File: config.mk
export PLATFORM = sky130hd
export DESIGN_NAME = module_state_status_control
export DESIGN_NICKNAME = d
export VERILOG_FILES = /design/src/module_state_status_control.v
export VERILOG_INCLUDE_DIRS = /design/src /design/src/src
export SDC_FILE = /design/constraint.sdc
export NUM_CORES = 1
export LEC_CHECK = 0
export BUFFER_PORTS_ARGS = -buffer_cell sky130_fd_sc_hd__buf_4
export CORE_ASPECT_RATIO = 0.6
export CORE_MARGIN = 2
export CORE_UTILIZATION = 42
export CTS_CLUSTER_SIZE = 40
export DETAILED_ROUTE_END_ITERATION = 8
export PLACE_DENSITY = 0.64
export SETUP_SLACK_MARGIN = 0.5
export SKIP_LAST_GASP = 1
export SLEW_MARGIN = 20
export SYNTH_ARGS = -nofsm -noshare
export SYNTH_HDL_FRONTEND = slang
export SYNTH_SLANG_ARGS = --single-unit
File: constraint.sdc
create_clock -name pclk -period 5.7 [get_ports pclk]
set_input_delay 0.285 -clock pclk [delete_from_list [all_inputs] [get_ports pclk]]
set_output_delay 0.285 -clock pclk [all_outputs]
set_load 0.02 [all_outputs]
File: src/state_status_defs.vh
`ifndef STATE_STATUS_DEFS_VH
`define STATE_STATUS_DEFS_VH

// Register byte offsets.
`define OFS_INT_STATUS 12'h010
`define OFS_INT_MASK 12'h014
`define OFS_GO_CMD 12'h120
`define OFS_XFER_REPORT 12'h128
`define OFS_REPORT_BASE 12'h800
`define OFS_REQUEST_BASE 12'ha00

// Module numbering.
`define NUM_MODULES 35
`define DSP_MODULE 6'h21
`define LAST_MODULE 6'h22

// Status field positions.
`define ST_EMU_STATE 17
`define ST_EMU_RESET 16
`define ST_CLK_RUN 12
`define ST_RSVD_ONE 11
`define ST_RST_REL 10
`define ST_LOCAL_RESET_CONTROL_DONE 9
`define ST_LOCAL_RESET_CONTROL 8

// Request field positions and reset values.
`define RQ_STATE_IE 10
`define RQ_RESET_IE 9
`define RQ_LOCAL_RESET_CONTROL 8
`define RQ_LOCAL_RESET_CONTROL_RST 1'b1
`define RQ_NEXT_RST 3'h0

// Module states.
`define MS_SWRST_DIS 6'h00
`define MS_SYNC_RST 6'h01
`define MS_DISABLE 6'h02
`define MS_ENABLE 6'h03
`define MS_MOVING 6'h04

// Interrupt status bits.
`define IRQ_EMU_STATE 0
`define IRQ_EMU_RESET 1
`define IRQ_XFER_DONE 2

`endif

File: src/module_state_status_control.v
// Behaviour
// RL1 - Read-only status register per module 0-34.
// RL2 - Bit 17 flags emulation state override, DSP.
// RL3 - State override interrupt needs its enable set.
// RL4 - Bit 16 flags emulation reset override, DSP.
// RL5 - Reset override interrupt needs its enable set.
// RL6 - Bit 12 shows module clock running.
// RL7 - Bit 10 shows module reset released.
// RL8 - Bit 9 local reset done; others read one.
// RL9 - Software checks done before DSP access.
// RL10 - Bit 8 shows DSP local reset state.
// RL11 - Six-bit state field, 4h upward means moving.
// RL12 - Control register per module with documented fields.
// RL13 - Go command moves mismatching modules to requested.
// RL14 - Transition status high while modules move.
// RL15 - Software keeps local reset at one elsewhere.
// RL16 - Status writes ignored, bit 11 reads one.
//
// Implementation choices: the placing of the registers and register access over APB.
`timescale 1ns/100ps
`include "state_status_defs.vh"

module module_state_status_control (
  // Clock and reset.
  input wire pclk,
  input wire presetn,
  // APB slave.
  input wire psel,
  input wire penable,
  input wire pwrite,
  input wire [11:0] paddr,
  input wire [31:0] pwdata,
  output reg [31:0] prdata,
  output reg pready,
  output reg pslverr,
  // Pins from the DSP emulation logic.
  input wire emu_state_override_in,
  input wire emu_reset_override_in,
  input wire dsp_local_reset_done_in,
  // Module controls.
  output reg [34:0] module_clock_en,
  output reg [34:0] module_reset_n,
  output reg dsp_local_reset_n,
  // Interrupt.
  output reg power_controller_irq
);

  // Sequencer states.
  localparam SEQ_IDLE = 2'd0;
  localparam SEQ_SCAN = 2'd1;
  localparam SEQ_MOVE = 2'd2;

  // Per-module state and request fields.
  reg [5:0] state_r [0:34];
  reg [2:0] next_r [0:34];
  reg [34:0] local_reset_control_r;
  // Interrupt enables, kept for the DSP module only.
  reg state_ie_r;
  reg reset_ie_r;
  // Sticky status, its mask and the low three read data bits of the last setup, whatever its address.
  reg [2:0] int_status_r;
  reg [2:0] int_mask_r;
  reg [2:0] int_shown_r;
  // Sequencer position and a go command waiting to start.
  reg [1:0] seq_r;
  reg [5:0] idx_r;
  reg go_pend_r;
  // Settled pin levels: bit 0 state override, bit 1 reset override, bit 2 local reset done.
  wire [2:0] pin_lvl;
  wire [1:0] pin_rise;
  // Read data and error for the access being set up.
  reg [31:0] rd_nxt;
  reg err_nxt;
  // Loop counters, one per process so that no variable has two drivers.
  integer i_ctl;
  integer i_seq;
  integer i_out;

  // Bus phase decode.
  wire setup = psel & ~penable & ~pready;
  wire access = psel & penable & pready;
  wire wr_go = access & pwrite;
  wire in_report = (paddr >= `OFS_REPORT_BASE) && (paddr < `OFS_REPORT_BASE + 12'h08c) && (paddr[1:0] == 2'b00);
  wire in_request = (paddr >= `OFS_REQUEST_BASE) && (paddr < `OFS_REQUEST_BASE + 12'h08c) && (paddr[1:0] == 2'b00);
  // Module index of the addressed register in each bank.
  wire [11:0] rep_ofs = paddr - `OFS_REPORT_BASE;
  wire [11:0] req_ofs = paddr - `OFS_REQUEST_BASE;
  wire [5:0] rep_idx = rep_ofs[7:2];
  wire [5:0] req_idx = req_ofs[7:2];
  wire [5:0] cur_state = state_r[idx_r];
  wire [5:0] cur_next = {3'h0, next_r[idx_r]};
  wire xfer_done = (seq_r == SEQ_SCAN) && (idx_r == `LAST_MODULE) && (cur_state == cur_next);
  wire int_read = access & ~pwrite & (paddr == `OFS_INT_STATUS);
  // Write strobes, each taken at the access edge.
  wire wr_request = wr_go & in_request;
  wire wr_mask = wr_go & (paddr == `OFS_INT_MASK);
  wire wr_start = wr_go & (paddr == `OFS_GO_CMD) & pwdata[0];
  // Events that become sticky; the two override events are gated by the DSP control enables, transfer done is not.
  wire [2:0] int_set = {xfer_done, pin_rise[1] & reset_ie_r, pin_rise[0] & state_ie_r}; // RL3 RL5

  // Build the status word of one module.
  function [31:0] report_word;
    input [5:0] n;
    input [5:0] st;
    input local_reset_control;
    input clk_on;
    input rst_rel;
    input [2:0] pins;
    reg dsp;
    begin
      dsp = (n == `DSP_MODULE);
      report_word = 32'h0000_0000;
      report_word[`ST_EMU_STATE] = dsp & pins[0]; // RL2
      report_word[`ST_EMU_RESET] = dsp & pins[1]; // RL4
      report_word[`ST_CLK_RUN] = clk_on; // RL6
      report_word[`ST_RSVD_ONE] = 1'b1; // RL16
      report_word[`ST_RST_REL] = rst_rel; // RL7
      report_word[`ST_LOCAL_RESET_CONTROL_DONE] = dsp ? pins[2] : 1'b1; // RL8
      report_word[`ST_LOCAL_RESET_CONTROL] = local_reset_control; // RL10
      report_word[5:0] = st; // RL11
    end
  endfunction

  // Read data and error for the access that is being set up.
  always @* begin
    rd_nxt = 32'h0000_0000;
    err_nxt = 1'b0;
    if (in_report) begin
      rd_nxt = report_word(rep_idx, state_r[rep_idx], local_reset_control_r[rep_idx], module_clock_en[rep_idx],
                           module_reset_n[rep_idx], pin_lvl); // RL1
    end else if (in_request) begin
      rd_nxt[2:0] = next_r[req_idx]; // RL12
      rd_nxt[`RQ_LOCAL_RESET_CONTROL] = local_reset_control_r[req_idx];
      if (req_idx == `DSP_MODULE) begin
        rd_nxt[`RQ_STATE_IE] = state_ie_r;
        rd_nxt[`RQ_RESET_IE] = reset_ie_r;
      end
    end else begin
      case (paddr)
        `OFS_INT_STATUS: rd_nxt[2:0] = int_status_r;
        `OFS_INT_MASK: rd_nxt[2:0] = int_mask_r;
        `OFS_GO_CMD: rd_nxt = 32'h0000_0000;
        `OFS_XFER_REPORT: rd_nxt[0] = (seq_r != SEQ_IDLE) | go_pend_r; // RL14
        default: err_nxt = 1'b1;
      endcase
    end
  end

  // APB handshake: one wait-free access cycle after each setup.
  always @(posedge pclk or negedge presetn) begin
    if (!presetn) begin
      pready <= 1'b0;
      pslverr <= 1'b0;
      prdata <= 32'h0000_0000;
    end else begin
      pready <= setup;
      if (setup) begin
        pslverr <= err_nxt;
        prdata <= pwrite ? 32'h0000_0000 : rd_nxt;
      end else begin
        pslverr <= 1'b0;
      end
    end
  end

  // Bits shown by a status read; only these are cleared, so an event that
  // lands between setup and access stays pending instead of being lost.
  always @(posedge pclk or negedge presetn) begin
    if (!presetn) begin
      int_shown_r <= 3'h0;
    end else if (setup) begin
      int_shown_r <= rd_nxt[2:0];
    end
  end

  // Emulation state override pin.
  pin_sync #(
    .RESET_LEVEL(1'b0)
  ) state_pin_sync (
    .pclk(pclk),
    .presetn(presetn),
    .pin_in(emu_state_override_in),
    .level(pin_lvl[0]),
    .rise(pin_rise[0])
  );

  // Emulation reset override pin.
  pin_sync #(
    .RESET_LEVEL(1'b0)
  ) reset_pin_sync (
    .pclk(pclk),
    .presetn(presetn),
    .pin_in(emu_reset_override_in),
    .level(pin_lvl[1]),
    .rise(pin_rise[1])
  );

  // DSP local reset done pin; only its level is reported.
  pin_sync #(
    .RESET_LEVEL(1'b0)
  ) done_pin_sync (
    .pclk(pclk),
    .presetn(presetn),
    .pin_in(dsp_local_reset_done_in),
    .level(pin_lvl[2]),
    .rise()
  );

  // Control registers; status offsets take no writes.
  always @(posedge pclk or negedge presetn) begin
    if (!presetn) begin
      for (i_ctl = 0; i_ctl < `NUM_MODULES; i_ctl = i_ctl + 1) begin
        next_r[i_ctl] <= `RQ_NEXT_RST; // RL12
      end
      local_reset_control_r <= {35{`RQ_LOCAL_RESET_CONTROL_RST}};
      state_ie_r <= 1'b0;
      reset_ie_r <= 1'b0;
      int_mask_r <= 3'h0;
    end else if (wr_request) begin // RL16
      next_r[req_idx] <= pwdata[2:0]; // RL12
      local_reset_control_r[req_idx] <= pwdata[`RQ_LOCAL_RESET_CONTROL];
      if (req_idx == `DSP_MODULE) begin
        state_ie_r <= pwdata[`RQ_STATE_IE];
        reset_ie_r <= pwdata[`RQ_RESET_IE];
      end
    end else if (wr_mask) begin
      int_mask_r <= pwdata[2:0];
    end
  end

  // Sticky interrupt bits; a new event wins over the read that clears, and
  // the read clears only the bits that it returned.
  always @(posedge pclk or negedge presetn) begin
    if (!presetn) begin
      int_status_r <= 3'h0;
      power_controller_irq <= 1'b0;
    end else begin
      int_status_r <= (int_status_r & ~(int_read ? int_shown_r : 3'h0)) | int_set;
      power_controller_irq <= |(int_status_r & int_mask_r);
    end
  end

  // Transition sequencer: walks all modules, moving each that differs.
  always @(posedge pclk or negedge presetn) begin
    if (!presetn) begin
      seq_r <= SEQ_IDLE;
      idx_r <= 6'h00;
      go_pend_r <= 1'b0;
      for (i_seq = 0; i_seq < `NUM_MODULES; i_seq = i_seq + 1) begin
        state_r[i_seq] <= `MS_SWRST_DIS;
      end
    end else begin
      if (wr_start) begin
        go_pend_r <= 1'b1;
      end
      case (seq_r)
        SEQ_IDLE: begin
          if (go_pend_r) begin
            go_pend_r <= 1'b0;
            idx_r <= 6'h00;
            seq_r <= SEQ_SCAN;
          end
        end
        SEQ_SCAN: begin
          if (cur_state != cur_next) begin
            state_r[idx_r] <= `MS_MOVING; // RL13
            seq_r <= SEQ_MOVE;
          end else if (idx_r == `LAST_MODULE) begin
            seq_r <= SEQ_IDLE;
          end else begin
            idx_r <= idx_r + 6'h01;
          end
        end
        SEQ_MOVE: begin
          state_r[idx_r] <= cur_next; // RL13
          seq_r <= SEQ_SCAN;
        end
        default: seq_r <= SEQ_IDLE;
      endcase
    end
  end

  // Module clock and reset follow the settled states; DSP local reset follows its control bit.
  always @(posedge pclk or negedge presetn) begin
    if (!presetn) begin
      module_clock_en <= 35'h0;
      module_reset_n <= 35'h0;
      dsp_local_reset_n <= `RQ_LOCAL_RESET_CONTROL_RST;
    end else begin
      for (i_out = 0; i_out < `NUM_MODULES; i_out = i_out + 1) begin
        module_clock_en[i_out] <= (state_r[i_out] == `MS_ENABLE); // RL6
        module_reset_n[i_out] <= (state_r[i_out] == `MS_ENABLE) || (state_r[i_out] == `MS_DISABLE); // RL7
      end
      dsp_local_reset_n <= local_reset_control_r[`DSP_MODULE]; // RL10
    end
  end

endmodule

// Brings one pin into the clock domain through three stages.
module pin_sync #(
  parameter [0:0] RESET_LEVEL = 1'b0
) (
  // Clock and reset.
  input wire pclk,
  input wire presetn,
  // Raw pin.
  input wire pin_in,
  // Settled level and a one-cycle pulse on each rise of it.
  output wire level,
  output wire rise
);

  // Only the second stage reads the first, which may go metastable.
  reg meta_r;
  reg mid_r;
  reg last_r;
  // Accepted level and its value one cycle earlier.
  reg level_r;
  reg prev_r;

  // A change counts once the second and third stages agree on it.
  always @(posedge pclk or negedge presetn) begin
    if (!presetn) begin
      meta_r <= RESET_LEVEL;
      mid_r <= RESET_LEVEL;
      last_r <= RESET_LEVEL;
      level_r <= RESET_LEVEL;
      prev_r <= RESET_LEVEL;
    end else begin
      meta_r <= pin_in;
      mid_r <= meta_r;
      last_r <= mid_r;
      if (mid_r == last_r) begin
        level_r <= last_r;
      end
      prev_r <= level_r;
    end
  end

  // The edge detector resets to the idle level, so no false rise follows reset.
  assign level = level_r;
  assign rise = level_r & ~prev_r;

endmodule

==> run_results.csv <==
group,metric,value,unit
global_route,gr-usage-all-layers,27.35,%
global_route,grt_pass1_wl,117900,microns
detailed_routing,drc_errors,0,
layout,areaGrowthSynthToFinish,13.81,%
logic_synthesis,synth_compound_area_share,10.56,%
layout,seqCellArea,11840,sq um
cts,cts.sinks,471,
power,power_switching_share,34.67,%
logic_synthesis,synth_xor_area_share,0.1113,%
detailed_routing,dr_total_vias,17677,
power,p_comb_share,24.9,%
logic_synthesis,yosysWarnings,0,
power,switchingPower,3.253,mW
layout,layout_common_cells,"dfrtp_1 (432), mux2_2 (160), buf_4 (147)",
global_route,antenna_found_initial,0,
timing,tightest_slew,1.152,ns
timing,fmax,215.1,MHz
worst_setup_path,arrival,5.09,ns
logic_synthesis,ys_ff_latch,471,
floorplanning,start_util,42.40,%
cts,clockBufferDepth,3,
logic_synthesis,synth-simple-area-share,11.16,%
worst_setup_path,slowest_delay,0.99,ns
power,leakage,11.87,nW
layout,n_fill_cell,4932,
cts,clk_latency,0.57,ns
worst_setup_path,startpoint_type,"flip-flop",
detailed_routing,ant_nets,0,
logic_synthesis,async_flop_share,100.0,%
cts,cts_buffers,45,
placement,dp.cells,2696,
timing,rsz0062_at_grt,"false",
power,seq_power_share,40.7,%
timing,hold_viol_final,0,
logic_synthesis,synthAdderAreaFrac,0.2332,%
worst_setup_path,critPathSlowestCell,"dfrtp_4",
floorplanning,ios,158,
cts,htree_num_levels,2,
layout,final_common_cell,"dfrtp_1",
worst_setup_path,critPathMostFrequentCell,"buf_4",
logic_synthesis,synth_cell_types,75,
layout,nNetsFinal,2046,
worst_setup_path,crit_chain,"nor3_1 -> buf_4 -> and2_1 -> a221oi_1 -> o21ai_0 -> a2111oi_2 -> xor2_1 -> o41ai_4 -> buf_4 -> a21oi_2 -> o22a_1",
global_route,grt_max_degree,190,
global_route,grt_pass1_vias,17185,
power,total_power,9.384,mW
logic_synthesis,synthCells,1906,
layout,drive_above_1_share,30.58,%
global_route,use_met1,44.49,%
min_path,hold_class,"input pin to flip-flop",
power,p_clk_share,34.3,%
timing,finalCritPeriodShare,81.55,%
worst_setup_path,critPathMaxFanout,55,
cts,cts_tree,"built",
worst_setup_path,required,6.15,ns
detailed_routing,drtIter0Drc,2345,
logic_synthesis,synth_edf_count,0,
global_route,grt-ovfl-total,0,
detailed_routing,vias_per_cell,6.347,
logic_synthesis,ys_seq_area_share,50.13,%
timing,clock_skew,0.02008,ns
timing,layout_setup_ws,1.052,ns
placement,place_hpwl,57250,microns
global_route,grt_util_met3,11.12,%
outcome,status,"finished, final reports clean",
power,ir_drop,0.2909,mV
logic_synthesis,syn-cell-area,23600,sq um
power,intPower,6.131,mW
detailed_routing,drt_first_pass_iters,5,
logic_synthesis,synth_top_family_by_area,"multiplexers",
layout,final_cells,2785,
timing,tns,0,ns
logic_synthesis,synth_mux_area_share,23.61,%
layout,multi_input_area,10890,sq um
detailed_routing,wirelength,79780,microns
worst_setup_path,crit_type,"flip-flop to flip-flop",
global_route,busiest_layer,"met1",
floorplanning,die_area,58170,sq um
logic_synthesis,avgSynthCellArea,12.38,sq um
placement,numPortBuffers,112,
detailed_routing,wire_per_inst,28.65,microns
global_route,grt_use_met2,33.79,%
floorplanning,core_area,55660,sq um
floorplanning,die_x,310.0,microns
cts,clkTransAtPathRegs,0.07,ns
floorplanning,die_y,187.6,microns
floorplanning,rows,67,
placement,dp_slack,1.265,ns
cts,cts_resized,0,
worst_setup_path,end_kind,"flip-flop",
timing,setup-violations-final,0,
timing,finalCriticalPeriod,4.648,ns
timing,relSlewSlack,22.94,%
timing,hold_ws,0.1947,ns
cts,cts-root-buf,"clkbuf_16",
placement,routabilityCongestion,0.9839,
flow_run,drv_cap,0,
logic_synthesis,ys.flop_type,"dfrtp_1",
timing,slew_violations,0,
power,powerDensity,349.3,nW/um^2
-- state kept, by name, indices dropped and copies added (netlist names), 2 cells and up --
signal                 flops
state_r                  210
next_r                   105
local_reset_control_r     35
module_clock_en           35
module_reset_n            35
prdata                    13
idx_r                      6
int_mask_r                 3
int_shown_r                3
int_status_r               3
seq_r                      2
-- worst paths after layout --
check | from | end | slack [ns] | depth (start not counted)
max in group asynchronous | presetn | next_r[31]$_DFFE_PN0P_ | 4.00 | 4
min in group asynchronous | presetn | module_reset_n[29]$_DFF_PN0_ | 0.29 | 2
worst max register to register | idx_r[0]$_DFFE_PN0P_ | state_r[2]$_DFFE_PN0P_ | 1.05 | 11
worst min-delay path | paddr[9] | prdata[9]$_DFFE_PN0P_ | 0.19 | 4
worst max-delay path | idx_r[0]$_DFFE_PN0P_ | state_r[2]$_DFFE_PN0P_ | 1.05 | 11
worst min register to register | done_pin_sync.meta_r$_DFF_PN0_ | done_pin_sync.mid_r$_DFF_PN0_ | 0.35 | 0
-- timing repair --
| action | in CTS | in global routing |
|---|---|---|
| setup endpoints to repair | 0 | 0 |
| endpoints found under the hold margin | 69 | 0 |
| buffers inserted | 0 | 0 |
| hold buffers | 7 | 0 |
-- layout make-up --
type                       count  share of cell area (%)
timing repair buffer         163                   4.984
clock buffer                  61                   4.751
tap                          759                   3.535
inverter                      77                   1.076
antenna                        2                 0.01863
multi-input combinational   1234                   40.52
clock inverter                18                   1.043
sequential                   471                   44.07
-- kinds of logic (layout without fill, tap and decap cells) --
kind of cell	after synthesis	count (layout)
other cells	1	21
mux	363	363
flops	471	471
xor+xnor	3	3
buf+inv	219	319
simple gates	501	501
compound gates	343	343
fa+ha+maj	5	5
-- power by group through the flow --
stage               clock network, mW  logic [mW]  registers, mW
floorplan                           0        1.48           3.64
global placement                    0        2.22           3.85
detailed placement                  0        2.24           3.86
CTS                              3.26        2.25           3.80
global route                     3.41        2.42           3.83
finish                           3.22        2.34           3.82
-- per-stage QoR --
step	utilization [%]	instance area, sq um
after CTS	48.17	26810
after global placement	45.24	25180
final	48.26	26860
after global routing	48.25	26860
after detailed placement	45.25	25190
after floorplan	-	23670
-- per-layer routing --
metal,routed length [microns],share of wire (%)
met1,36560,46
met4,891,1.1
met3,11870,15
met5,0,0
met2,30460,38
-- worst max-delay path, delay by kind of cell, from the launching register on --
family	cells	cell delay, ns
compound gates	6	2.23
simple gates	2	0.38
buf+inv	2	0.63
flops	1	0.99
xor+xnor	1	0.22
-- Yosys cell counts, types with 26 or more instances --
cell type | count | share of area (%)
o22a_1 | 33 | 1.2
nor2_1 | 75 | 1.2
nor2b_1 | 112 | 3.0
mux2i_1 | 64 | 2.7
a21oi_1 | 29 | 0.61
dfrtp_1 | 435 | 46
mux4_2 | 139 | 13
mux2_2 | 160 | 7.6
a221oi_1 | 28 | 1.0
buf_4 | 26 | 0.83
clkbuf_1 | 68 | 1.1
a21oi_2 | 31 | 1.2
inv_1 | 76 | 1.2
nor3_1 | 35 | 0.74
nand2_1 | 126 | 2.0
dfstp_2 | 36 | 4.0
o21ai_0 | 49 | 1.0
o22ai_1 | 82 | 2.2
(Power assumes the default switching activity.)
